File: src/vdls_pkg.sv
package vdls_pkg;

  // window geometry
  localparam int unsigned VDLS_BASE_W = 20;
  localparam int unsigned VDLS_OFFS_W = 10;
  localparam logic [11:0] VDLS_BAR_MEM_SPEC = 12'h008;

  // register offsets, 12-bit byte offsets inside the window
  localparam logic [11:0] VDLS_OFF_DEVICE_STATUS = 12'h000;
  localparam logic [11:0] VDLS_OFF_CROP_EVEN = 12'h00c;
  localparam logic [11:0] VDLS_OFF_CROP_ODD = 12'h08c;

  // reset values
  localparam logic [7:0] VDLS_RST_DEVICE_STATUS = 8'h00;
  localparam logic [7:0] VDLS_RST_CROP = 8'h12;

  // device_status field positions
  localparam int unsigned VDLS_BIT_VIDEO_PRESENT = 7;
  localparam int unsigned VDLS_BIT_HORIZONTAL_LOCK = 6;
  localparam int unsigned VDLS_BIT_FIELD = 5;
  localparam int unsigned VDLS_BIT_LINE_COUNT_FORMAT = 4;
  localparam int unsigned VDLS_BIT_RESERVED = 3;
  localparam int unsigned VDLS_BIT_PLL_UNLOCKED = 2;
  localparam int unsigned VDLS_BIT_LUMA_OVERFLOW = 1;
  localparam int unsigned VDLS_BIT_CHROMA_OVERFLOW = 0;

  // status qualification counts
  localparam int unsigned VDLS_LOST_LINES = 31;
  localparam int unsigned VDLS_LOCK_LINES = 32;
  localparam int unsigned VDLS_FORMAT_FIELDS = 32;

  // line_count_format encodings
  localparam logic VDLS_FMT_525 = 1'b0;
  localparam logic VDLS_FMT_625 = 1'b1;

  // byte-lane zero mask for read data
  localparam logic [31:0] VDLS_LANE0_MASK = 32'h0000_00ff;

  // access phase of the target answer
  typedef enum logic [0:0] {
    VDLS_ST_IDLE = 1'b0,
    VDLS_ST_ANSWER = 1'b1
  } vdls_state_e;

endpackage : vdls_pkg

File: src/vdls_local_regs.sv
`timescale 1ns/1ps
// Contract
// - decode local window accesses from address bits 11:2 and byte enables
// - register offset is 12 bits added to the programmed base, low bits zero
// - any combination of byte enables is accepted for read and write
// - local registers are accessible at any time, never busy
// - register data travels on byte lane 0 only, one byte per word
// - enabled upper lanes return zero on reads
// - unused window addresses are reserved, read value undefined
// - field-dependent registers have even and odd copies chosen by field
// - status register at offset zero resets to all zeros
// - both overflow flags stick until written or reset
// - the six other status bits are live, never latched
// - video present drops after 31 lines without sync, sets on sync
// - horizontal lock follows 32 consecutive hit or missed lines
// - writes to horizontal lock bit are ignored
// - field bit is 0 for odd field, 1 for even field
// - line format bit 0=525, 1=625, changes after 32 agreeing fields
// - pll unlocked bit reads 1 while pll out of lock
// - luma overflow bit is 0 after reset, set on luma overflow
// - chroma overflow bit is 0 after reset, set on chroma overflow
// - memory window is 4 kB, base bits 31:12 set by host
module vdls_local_regs
  import vdls_pkg::*;
#(
  parameter int unsigned LOST_LINES = VDLS_LOST_LINES,
  parameter int unsigned LOCK_LINES = VDLS_LOCK_LINES,
  parameter int unsigned FORMAT_FIELDS = VDLS_FORMAT_FIELDS
) (
  input wire logic i_mclk,
  input wire logic i_rst,
  input wire logic [VDLS_BASE_W-1:0] i_bar_base,
  input wire logic i_acc_req,
  input wire logic i_acc_we,
  input wire logic [31:0] i_acc_addr,
  input wire logic [3:0] i_acc_be_n,
  input wire logic [31:0] i_acc_wdata,
  input wire logic i_line_strobe,
  input wire logic i_line_sync_seen,
  input wire logic i_line_hsync_on_time,
  input wire logic i_field_even,
  input wire logic i_field_end,
  input wire logic i_field_625,
  input wire logic i_pll_unlocked,
  input wire logic i_luma_adc_ovf,
  input wire logic i_chroma_adc_ovf,
  output logic o_acc_hit,
  output logic o_acc_ack,
  output logic [31:0] o_acc_rdata,
  output logic [11:0] o_bar_mem_spec,
  output logic [7:0] o_crop_active,
  output logic [7:0] o_device_status
);

  // counters are 6 bits wide; larger counts would need a wider counter
  localparam int unsigned CNT_W = 6;
  localparam logic [CNT_W-1:0] LOST_MAX = CNT_W'(LOST_LINES);
  localparam logic [CNT_W-1:0] LOCK_MAX = CNT_W'(LOCK_LINES);
  localparam logic [CNT_W-1:0] FMT_MAX = CNT_W'(FORMAT_FIELDS);

  // refuse counts that the counters cannot hold or that make no sense
  if (LOST_LINES < 1 || LOST_LINES > 63 ||
      LOCK_LINES < 1 || LOCK_LINES > 63 ||
      FORMAT_FIELDS < 1 || FORMAT_FIELDS > 63) begin : g_bad_counts
    $error("vdls_local_regs: qualification counts must be 1 to 63");
  end

  // saturating run counter step, shared by the three qualifiers
  function automatic logic [CNT_W-1:0] run_step(
    input logic [CNT_W-1:0] cnt,
    input logic [CNT_W-1:0] lim
  );
    logic [CNT_W-1:0] res;
    res = cnt;
    if (cnt < lim) begin
      res = cnt + CNT_W'(1);
    end
    return res;
  endfunction : run_step

  // pll lock and adc overflow come from the analog side: two flops each
  logic [1:0] pll_sync_r;
  logic [1:0] luma_sync_r;
  logic [1:0] chroma_sync_r;
  logic luma_prev_r;
  logic chroma_prev_r;
  logic pll_unlocked;
  logic luma_event;
  logic chroma_event;

  always_ff @(posedge i_mclk) begin
    if (i_rst) begin
      pll_sync_r <= 2'h0;
      luma_sync_r <= 2'h0;
      chroma_sync_r <= 2'h0;
      luma_prev_r <= 1'b0;
      chroma_prev_r <= 1'b0;
    end else begin
      pll_sync_r <= {pll_sync_r[0], i_pll_unlocked};
      luma_sync_r <= {luma_sync_r[0], i_luma_adc_ovf};
      chroma_sync_r <= {chroma_sync_r[0], i_chroma_adc_ovf};
      luma_prev_r <= luma_sync_r[1];
      chroma_prev_r <= chroma_sync_r[1];
    end
  end

  // live pll state; overflow is caught on the rising edge of the level
  assign pll_unlocked = pll_sync_r[1];
  assign luma_event = luma_sync_r[1] & ~luma_prev_r;
  assign chroma_event = chroma_sync_r[1] & ~chroma_prev_r;

  // window decode: base match on 31:12, word offset from 11:2
  logic win_hit;
  logic [VDLS_OFFS_W-1:0] word_idx;
  logic lane0_en;
  logic wr_status;
  logic wr_crop_even;
  logic wr_crop_odd;

  assign win_hit = i_acc_req &&
                   (i_acc_addr[31:12] == i_bar_base);
  assign word_idx = i_acc_addr[11:2];
  assign lane0_en = ~i_acc_be_n[0];
  assign wr_status = win_hit && i_acc_we && lane0_en &&
                     (word_idx == VDLS_OFF_DEVICE_STATUS[11:2]);
  assign wr_crop_even = win_hit && i_acc_we && lane0_en &&
                        (word_idx == VDLS_OFF_CROP_EVEN[11:2]);
  assign wr_crop_odd = win_hit && i_acc_we && lane0_en &&
                       (word_idx == VDLS_OFF_CROP_ODD[11:2]);
  assign o_acc_hit = win_hit;
  assign o_bar_mem_spec = VDLS_BAR_MEM_SPEC;

  // video present: any sync line sets it, a run of lost lines clears it
  logic [CNT_W-1:0] lost_cnt_r;
  logic video_present_r;

  always_ff @(posedge i_mclk) begin
    if (i_rst) begin
      lost_cnt_r <= '0;
      video_present_r <= 1'b0;
    end else if (i_line_strobe) begin
      if (i_line_sync_seen) begin
        lost_cnt_r <= '0;
        video_present_r <= 1'b1;
      end else begin
        lost_cnt_r <= run_step(lost_cnt_r, LOST_MAX);
        if (run_step(lost_cnt_r, LOST_MAX) == LOST_MAX) begin
          video_present_r <= 1'b0;
        end
      end
    end
  end

  // horizontal lock: hysteresis on runs of on-time and late lines
  logic [CNT_W-1:0] hit_cnt_r;
  logic [CNT_W-1:0] miss_cnt_r;
  logic horizontal_lock_r;

  always_ff @(posedge i_mclk) begin
    if (i_rst) begin
      hit_cnt_r <= '0;
      miss_cnt_r <= '0;
      horizontal_lock_r <= 1'b0;
    end else if (i_line_strobe) begin
      if (i_line_hsync_on_time) begin
        miss_cnt_r <= '0;
        hit_cnt_r <= run_step(hit_cnt_r, LOCK_MAX);
        if (run_step(hit_cnt_r, LOCK_MAX) == LOCK_MAX) begin
          horizontal_lock_r <= 1'b1;
        end
      end else begin
        hit_cnt_r <= '0;
        miss_cnt_r <= run_step(miss_cnt_r, LOCK_MAX);
        if (run_step(miss_cnt_r, LOCK_MAX) == LOCK_MAX) begin
          horizontal_lock_r <= 1'b0;
        end
      end
    end
  end

  // line format: only a run of fields that disagree moves the bit
  logic [CNT_W-1:0] fmt_cnt_r;
  logic line_count_format_r;

  always_ff @(posedge i_mclk) begin
    if (i_rst) begin
      fmt_cnt_r <= '0;
      line_count_format_r <= VDLS_FMT_525;
    end else if (i_field_end) begin
      if (i_field_625 == line_count_format_r) begin
        fmt_cnt_r <= '0;
      end else if (run_step(fmt_cnt_r, FMT_MAX) == FMT_MAX) begin
        fmt_cnt_r <= '0;
        line_count_format_r <= i_field_625;
      end else begin
        fmt_cnt_r <= run_step(fmt_cnt_r, FMT_MAX);
      end
    end
  end

  // sticky overflow flags; a new event wins over a clearing write
  logic luma_overflow_r;
  logic chroma_overflow_r;

  always_ff @(posedge i_mclk) begin
    if (i_rst) begin
      luma_overflow_r <= VDLS_RST_DEVICE_STATUS[VDLS_BIT_LUMA_OVERFLOW];
      chroma_overflow_r <= VDLS_RST_DEVICE_STATUS[VDLS_BIT_CHROMA_OVERFLOW];
    end else begin
      if (luma_event) begin
        luma_overflow_r <= 1'b1;
      end else if (wr_status) begin
        luma_overflow_r <= 1'b0;
      end
      if (chroma_event) begin
        chroma_overflow_r <= 1'b1;
      end else if (wr_status) begin
        chroma_overflow_r <= 1'b0;
      end
    end
  end

  // assembled status byte; live bits are never stored here
  logic [7:0] status_now;

  always_comb begin
    status_now = VDLS_RST_DEVICE_STATUS;
    status_now[VDLS_BIT_VIDEO_PRESENT] = video_present_r;
    status_now[VDLS_BIT_HORIZONTAL_LOCK] = horizontal_lock_r;
    status_now[VDLS_BIT_FIELD] = i_field_even;
    status_now[VDLS_BIT_LINE_COUNT_FORMAT] = line_count_format_r;
    status_now[VDLS_BIT_RESERVED] = 1'b0;
    status_now[VDLS_BIT_PLL_UNLOCKED] = pll_unlocked;
    status_now[VDLS_BIT_LUMA_OVERFLOW] = luma_overflow_r;
    status_now[VDLS_BIT_CHROMA_OVERFLOW] = chroma_overflow_r;
  end

  // registered copy of the status for the status output port
  always_ff @(posedge i_mclk) begin
    if (i_rst) begin
      o_device_status <= VDLS_RST_DEVICE_STATUS;
    end else begin
      o_device_status <= status_now;
    end
  end

  // even/odd copies of a field-switched capture register
  logic [7:0] crop_even_r;
  logic [7:0] crop_odd_r;

  always_ff @(posedge i_mclk) begin
    if (i_rst) begin
      crop_even_r <= VDLS_RST_CROP;
      crop_odd_r <= VDLS_RST_CROP;
    end else begin
      if (wr_crop_even) begin
        crop_even_r <= i_acc_wdata[7:0];
      end
      if (wr_crop_odd) begin
        crop_odd_r <= i_acc_wdata[7:0];
      end
    end
  end

  // the active copy follows the decoded field with no software action
  always_ff @(posedge i_mclk) begin
    if (i_rst) begin
      o_crop_active <= VDLS_RST_CROP;
    end else begin
      o_crop_active <= i_field_even ? crop_even_r : crop_odd_r;
    end
  end

  // read mux; reserved words answer zero, which software must not trust
  logic [7:0] rd_byte;

  always_comb begin
    rd_byte = 8'h00;
    if (word_idx == VDLS_OFF_DEVICE_STATUS[11:2]) begin
      rd_byte = status_now;
    end else if (word_idx == VDLS_OFF_CROP_EVEN[11:2]) begin
      rd_byte = crop_even_r;
    end else if (word_idx == VDLS_OFF_CROP_ODD[11:2]) begin
      rd_byte = crop_odd_r;
    end
  end

  // answer phase: every hit is answered on the next edge, no wait states
  vdls_state_e state_r;

  always_ff @(posedge i_mclk) begin
    if (i_rst) begin
      state_r <= VDLS_ST_IDLE;
    end else if (win_hit) begin
      state_r <= VDLS_ST_ANSWER;
    end else begin
      state_r <= VDLS_ST_IDLE;
    end
  end

  assign o_acc_ack = (state_r == VDLS_ST_ANSWER);

  // read data: lane 0 only, upper lanes forced to zero whatever the enables
  always_ff @(posedge i_mclk) begin
    if (i_rst) begin
      o_acc_rdata <= 32'h0000_0000;
    end else if (win_hit && !i_acc_we) begin
      o_acc_rdata <= {24'h00_0000, rd_byte} & VDLS_LANE0_MASK;
    end else if (win_hit) begin
      o_acc_rdata <= 32'h0000_0000; // writes return no data
    end
  end

endmodule : vdls_local_regs

File: config.mk
export PLATFORM = sky130hd
export DESIGN_NAME = vdls_local_regs
export DESIGN_NICKNAME = d
export VERILOG_FILES = /design/src/vdls_pkg.sv /design/src/vdls_local_regs.sv
export SDC_FILE = /design/constraint.sdc
export NUM_CORES = 1
export LEC_CHECK = 0
export ABC_AREA = 1
export BUFFER_PORTS_ARGS = -buffer_cell sky130_fd_sc_hd__buf_4
export CORE_UTILIZATION = 30
export DETAILED_ROUTE_END_ITERATION = 10
export PLACE_DENSITY = 0.64
export SETUP_SLACK_MARGIN = 0.2
export SYNTH_ARGS = -nofsm -noshare
export SYNTH_HDL_FRONTEND = slang
export SYNTH_SLANG_ARGS = --single-unit
File: constraint.sdc
create_clock -name i_mclk -period 1.5 [get_ports i_mclk]
set_input_delay 0.3 -clock i_mclk [delete_from_list [all_inputs] [get_ports i_mclk]]
set_output_delay 0.3 -clock i_mclk [all_outputs]
set_load 0.1 [all_outputs]
==> impl_metrics.tcl, run 1 <==
set metrics [dict create \
    holdPathStages 3 \
    fmax_mhz 637.2 \
    crit_type "in2out" \
    place_hpwl_um 8455 \
    grt_max_degree 45 \
    cell_internal_pwr_mw 3.811 \
    design.die.area_um2 15260 \
    vias_per_cell 4.386 \
    clock_power_share_pct 39.8 \
    postSynthRegisterBits 77 \
    crit_path_end_kind "output port" \
    starting_density_pct 30.60 \
    r2r_start "fmt_cnt_r[0]" \
    non_filler_cells_in_the_finished_layout 1008 \
    timing.final.crit_share_pct 104.6 \
    yosys.area_share.adder_pct 1.130 \
    synth_edf_count 0 \
    arrival_ps 1270 \
    area_fraction_in_compound_gates_after_synthesis_pct 8.105 \
    detailedPlace.worstSlack_ps -180.5 \
    nNetsFinal 924 \
    setup_repair_after_global_routing_missed_its_margin "true" \
    synth-warning-count 0 \
    clock_skew_ps 6.578 \
    detail_route.wl_per_cell_um 11.99 \
    violations "setup timing" \
    tritoncts_clock_tree "built" \
    switching_power_mw 1.690 \
    grt_pass1_vias 3966 \
    rr_worst_depth 9 \
    core_region_area_um2 14480 \
    final_layout_size_suffix_gt1_share_pct 35.80 \
    drt_pre_antenna_iters 6 \
    syn_inst 672 \
    fp.dieW_um 123.5 \
    drc 0 \
    leakage_nw 3.095 \
    critical_path_required_ps 1200 \
    place.detailed.instances 967 \
    pwr-share-comb_pct 22.0 \
    final_period_minus_worst_setup_slack_ps 1569 \
    synth_async_sr_flop_share_pct 0 \
    chipHeight_um 123.5 \
    drv_cap 0 \
    maximum_level_of_the_cts_h_tree 3 \
    layout.cells.most_common_list "sky130_fd_sc_hd__nand2_1, sky130_fd_sc_hd__buf_4, sky130_fd_sc_hd__nor2_1" \
    mostFrequentLayoutCell "sky130_fd_sc_hd__nand2_1" \
    max_slew_violations 0 \
    routed_wl_um 12090 \
    cts_inserted_buffers 9 \
    cts_buffer_depth 2 \
    dpl_cell_area_um2 5474 \
    floorplan.io_pins 163 \
    synth_mux_area_share_pct 0 \
    r2r-end "line_count_format_r" \
    synth-xor-area-share_pct 2.768 \
    holdPathEnd "chroma_sync_r[0]" \
    sw_frac_of_total_pct 30.72 \
    synth_seq_area_share_pct 34.79 \
    antenna_violations_before_repair 0 \
    synth_cell_types 42 \
    fp-row-count 44 \
    clkSlewWorstSetupHoldPaths_ps 60 \
    area_growth_syn_to_layout_pct 44.37 \
    r2r_setup_slack_ps 110 \
    synth_area_um2 4430 \
    cts-hold-fix-buffers 0 \
    gp_routability_congestion 0.8144 \
    global_route_wire_length_before_repair_um 19150 \
    synth_area_per_cell_um2 6.593 \
    worstSkewPairLatency_ps 330 \
    final.setup.worst_slack_ps -69.40 \
    min-delay-start "i_chroma_adc_ovf" \
    vdd.ir_drop.worst_mv 0.6045 \
    proportion_of_power_drawn_by_flip_flops_and_latches_pct 38.2 \
    min_path_type "in2reg" \
    grt_overflow_total 0 \
    synthSimpleGateAreaFrac_pct 36.40 \
    antenna_violating_nets_post_route 0 \
    insertedDiodeCount 0 \
    port_buffers 96 \
    critPathMaxFanout 3 \
    power_density_nw_per_um2 860.0 \
    crit_path_start_kind "input port" \
    outcome "finished, violations left" \
    fin_area_um2 6396 \
    timing.final.setup_violations 10 \
    drc_marker_count_from_the_first_detailed_route_iteration 225 \
    worst_setup_path_startpoint "i_bar_base[15]" \
    combinational_family_with_the_most_area_after_synthesis "simple AND/OR/NAND/NOR gates" \
    synthFlopType "sky130_fd_sc_hd__dfxtp_1" \
    hold_viol 0 \
    track_usage_pct 15.93 \
    detailroute.via_count 4421 \
    clock_sink_count 77 \
    p_total_mw 5.501 \
    root_buffer "sky130_fd_sc_hd__clkbuf_16" \
]
==> registers in the layout, indices dropped and copies added (netlist names) <==
name,cells
chroma_overflow_r,1
chroma_prev_r,1
chroma_sync_r,2
crop_even_r,8
crop_odd_r,8
fmt_cnt_r,6
hit_cnt_r,6
horizontal_lock_r,1
line_count_format_r,1
lost_cnt_r,6
luma_overflow_r,1
luma_prev_r,1
luma_sync_r,2
miss_cnt_r,6
o_acc_ack,1
o_acc_rdata,8
o_crop_active,8
o_device_status,7
pll_sync_r,2
video_present_r,1
==> through the flow <==
| stage | hold WS [ps] | TNS [ps] | util, % |
|---|---|---|---|
| 3_3_place_gp | 394.8 | -3246 | 37.81 |
| 6_report | 172.2 | -202.6 | 44.18 |
| 5_1_grt | 166.7 | -1820 | 44.18 |
| 3_5_place_dp | 395.5 | -3346 | 37.81 |
| 4_1_cts | 164.1 | -42.37 | 42.54 |
| 2_1_floorplan | 388.3 | -115.2 | - |
==> logic make-up (layout without fill, tap and decap cells) <==
family | after synthesis | in the layout
fa+ha+maj | 4 | 4
xor+xnor | 14 | 14
other cells | 2 | 37
flops | 77 | 77
buf+inv | 153 | 270
simple gates | 362 | 362
compound gates | 60 | 60
==> layout make-up <==
cell class,instances,area [um^2]
clock inverters,4,47.55
repair buffers,154,1325
fillers,1450,8083
multi-input cells,477,2582
inverters,100,389.1
well taps,184,230.2
flip-flops and latches,77,1565
clock buffers,12,256.5
==> worst max path at each step <==
stage	to	slack, ps	depth (start not counted)
floorplan	o_acc_hit	-120	8
global placement	o_acc_hit	-170	10
detailed placement	o_acc_hit	-180	9
CTS	o_acc_hit	-40	10
global route	crop_even_r[7]	-150	14
finish	o_acc_hit	-70	7
==> worst max-delay path: stages <==
cell	delay (ps)
sky130_fd_sc_hd__buf_4	130
sky130_fd_sc_hd__xnor2_2	180
sky130_fd_sc_hd__nand3_2	120
sky130_fd_sc_hd__nor2_4	170
sky130_fd_sc_hd__nand3_4	110
sky130_fd_sc_hd__clkinvlp_4	100
sky130_fd_sc_hd__buf_12	170
==> power by group through the flow <==
stage                     combinational [mW]  sequential (mW)  clock, mW
final                                   1.21             2.10       2.19
after global routing                    1.29             2.10       2.33
after CTS                               1.15             2.10       2.23
after detailed placement                1.06             2.15          0
after global placement                  1.06             2.15          0
after floorplan                        0.741             2.25          0
==> cell usage after synthesis, types with 4 or more instances <==
| cell | number | share of area, % |
|---|---|---|
| sky130_fd_sc_hd__nand2_1 | 179 | 15 |
| sky130_fd_sc_hd__nor2_1 | 95 | 8.0 |
| sky130_fd_sc_hd__inv_1 | 90 | 7.6 |
| sky130_fd_sc_hd__dfxtp_1 | 77 | 35 |
| sky130_fd_sc_hd__nand3_1 | 40 | 4.5 |
| sky130_fd_sc_hd__buf_4 | 39 | 6.6 |
| sky130_fd_sc_hd__a21oi_1 | 25 | 2.8 |
| sky130_fd_sc_hd__nand4_1 | 23 | 3.2 |
| sky130_fd_sc_hd__o21ai_0 | 15 | 1.7 |
| sky130_fd_sc_hd__xor2_1 | 11 | 2.2 |
| sky130_fd_sc_hd__clkbuf_1 | 10 | 0.85 |
| sky130_fd_sc_hd__inv_2 | 9 | 0.76 |
| sky130_fd_sc_hd__nor2_4 | 9 | 2.3 |
| sky130_fd_sc_hd__ha_1 | 4 | 1.1 |
==> layer usage <==
metal  global-route usage (%)  part of all wire [%]  vias to the layer above
met5                        0                     0                        -
met4                    5.271                   2.6                        0
met3                    2.491                   4.3                       32
met2                    25.56                    47                      122
met1                    21.65                    47                     1950
li1                         -                     -                     2317
==> what timing repair did <==
action	CTS	global route
endpoints found under the setup margin	17	38
gates resized for setup	69	70
buffers inserted	24	1
hold endpoints to repair	0	0
pin swaps	62	58
Note: power is estimated with default switching activity, not from simulation.
==> inputs of run 2 (changes only) <==
- CELL_PAD_IN_SITES_DETAIL_PLACEMENT: not set -> 2
- CELL_PAD_IN_SITES_GLOBAL_PLACEMENT: not set -> 2
- CORE_UTILIZATION: 30 -> 26
- PLACE_DENSITY: 0.64 -> 0.92
- SKIP_CTS_REPAIR_TIMING: not set -> 1
==> run 2 against run 1 <==
The flow still finishes with violations (setup timing). Flip-flop and latch count stayed put. Die area increased by 15%. Hold slack lost 13 ps. Fmax fell by 8.4%. Total power grew 12%. Clock power up 21%. Via count up 17%. Largest cell class unchanged.
==> impl_metrics.tcl, run 2 (synthesis gave the netlist of run 1 again) <==
set metrics [dict create \
    violations "setup timing" \
    clkSlewWorstSetupHoldPaths_ps 70 \
    path_cells "buf_8 -> inv_4 -> nand2_4 -> buf_4 -> nand2_1 -> nor2_1 -> nand2_1 -> nor2_1 -> nand2_2 -> nor2_4 -> buf_12 -> buf_12 -> nand4_1 -> nand2_1 -> nor2_1" \
    proportion_of_power_drawn_by_flip_flops_and_latches_pct 34.0 \
    chipHeight_um 132.5 \
    fp.dieW_um 132.5 \
    cts_buffer_depth 2 \
    starting_density_pct 26.72 \
    cell_type_group_with_the_largest_total_delay_on_the_critical_path "simple AND/OR/NAND/NOR gates" \
    crit_path_top_delay_cell "sky130_fd_sc_hd__nor2_1" \
    max_slew_violations 0 \
    port_buffers 96 \
    cell_internal_pwr_mw 4.043 \
    drv_cap 0 \
    worstSkewPairLatency_ps 370 \
    arrival_ps 1950 \
    sw_frac_of_total_pct 34.63 \
    mostFrequentLayoutCell "sky130_fd_sc_hd__buf_4" \
    clock_power_share_pct 42.9 \
    grt_overflow_total 0 \
    critical_path_required_ps 1740 \
    drc 0 \
    drc_marker_count_from_the_first_detailed_route_iteration 247 \
    pwr-share-comb_pct 23.1 \
    cts_inserted_buffers 9 \
    antenna_violations_before_repair 0 \
    final_period_minus_worst_setup_slack_ps 1713 \
    area_growth_syn_to_layout_pct 59.45 \
    timing.final.crit_share_pct 114.2 \
    clock_sink_count 77 \
    crit_path_end_kind "flop" \
    design.die.area_um2 17570 \
    tritoncts_clock_tree "built" \
    cp_slowest_stage_delay_ps 210 \
    floorplan.io_pins 163 \
    final_layout_size_suffix_gt1_share_pct 45.53 \
    min_path_type "in2reg" \
    crit_path_start_kind "input port" \
    final.setup.worst_slack_ps -212.8 \
    routed_wl_um 24210 \
    detailedPlace.worstSlack_ps -332.8 \
    leakage_nw 3.334 \
    fin_area_um2 7064 \
    dpl_cell_area_um2 5599 \
    layout.cells.most_common_list "sky130_fd_sc_hd__buf_4, sky130_fd_sc_hd__nand2_1, sky130_fd_sc_hd__nor2_1" \
    vdd.ir_drop.worst_mv 0.6756 \
    worstPathBufferInverterCount 5 \
    grt_max_degree 35 \
    place_hpwl_um 12480 \
    drt_pre_antenna_iters 4 \
    global_route_wire_length_before_repair_um 27330 \
    clock_skew_ps 18.87 \
    nNetsFinal 939 \
    insertedDiodeCount 0 \
    gp_routability_congestion 0.7821 \
    core_region_area_um2 16580 \
    power_density_nw_per_um2 875.5 \
    root_buffer "sky130_fd_sc_hd__clkbuf_16" \
    timing.final.setup_violations 25 \
    outcome "finished, violations left" \
    antenna_violating_nets_post_route 0 \
    fmax_mhz 583.8 \
    critPathMaxFanout 7 \
    vias_per_cell 4.877 \
    maximum_level_of_the_cts_h_tree 3 \
    switching_power_mw 2.141 \
    grt_pass1_vias 5255 \
    crit_type "in2reg" \
    hold_viol 0 \
    detailroute.via_count 5165 \
    fp-row-count 47 \
    detail_route.wl_per_cell_um 22.86 \
    setup_repair_after_global_routing_missed_its_margin "true" \
    track_usage_pct 19.81 \
]
-- run 2: layout make-up --
type,count,area (um^2)
Timing Repair Buffer,169,1574
Multi-Input combinational cell,477,2922
Clock buffer,10,250.2
Clock inverter,6,83.83
Inverter,100,394.1
Tap cell,220,275.3
Sequential cell,77,1565
Fill cell,1883,9519
-- run 2: metal layers --
layer  vias up  global-route usage [%]  routed length [um]
met5         -                       0                   0
met3        65                   2.835                 801
li1       2340                       -                   -
met1      2584                   22.02                9115
met4         0                   7.280                1024
met2       176                   37.84               13270
-- run 2: worst reg2reg max path, cell delays in order, from the launching register on --
cell and delay (ps):
sky130_fd_sc_hd__dfxtp_1 310, sky130_fd_sc_hd__inv_1 200, sky130_fd_sc_hd__nand2_1 100, sky130_fd_sc_hd__o21bai_1 290, sky130_fd_sc_hd__nand3_1 160, sky130_fd_sc_hd__nor2_1 180
sky130_fd_sc_hd__nand3_2 110, sky130_fd_sc_hd__nand2_1 90, sky130_fd_sc_hd__o21ai_1 80
-- run 2: power groups by stage --
stage / Sequential (mW) / Clock, mW / Combinational (mW)
final: 2.10 / 2.65 / 1.43
after global routing: 2.10 / 2.72 / 1.48
after CTS: 2.10 / 2.52 / 1.14
after detailed placement: 2.15 / 0 / 1.12
after global placement: 2.14 / 0 / 1.09
after floorplan: 2.25 / 0 / 0.741
-- run 2: path summary, 6_finish.rpt --
path | from | end | slack (ps) | cells after the start
worst max-delay path | i_bar_base[0] | crop_odd_r[2] | -210 | 15
worst min register to register | chroma_sync_r[0] | chroma_sync_r[1] | 430 | 2
worst max register to register | lost_cnt_r[5] | video_present_r | -130 | 8
worst min-delay path | i_luma_adc_ovf | luma_sync_r[0] | 160 | 3
-- run 2: per-stage QoR --
stage	utilization, %	power, mW	TNS, ps	hold slack [ps]	cells
floorplan	-	2.988	-115.2	388.3	707
CTS	35.78	5.753	-572.4	154.8	1028
global route	42.60	6.309	-4070	175.1	1059
global placement	33.76	3.231	-3873	393.1	1012
detailed placement	33.76	3.270	-6188	399.7	1012
finish	42.60	6.184	-2870	159.4	1059
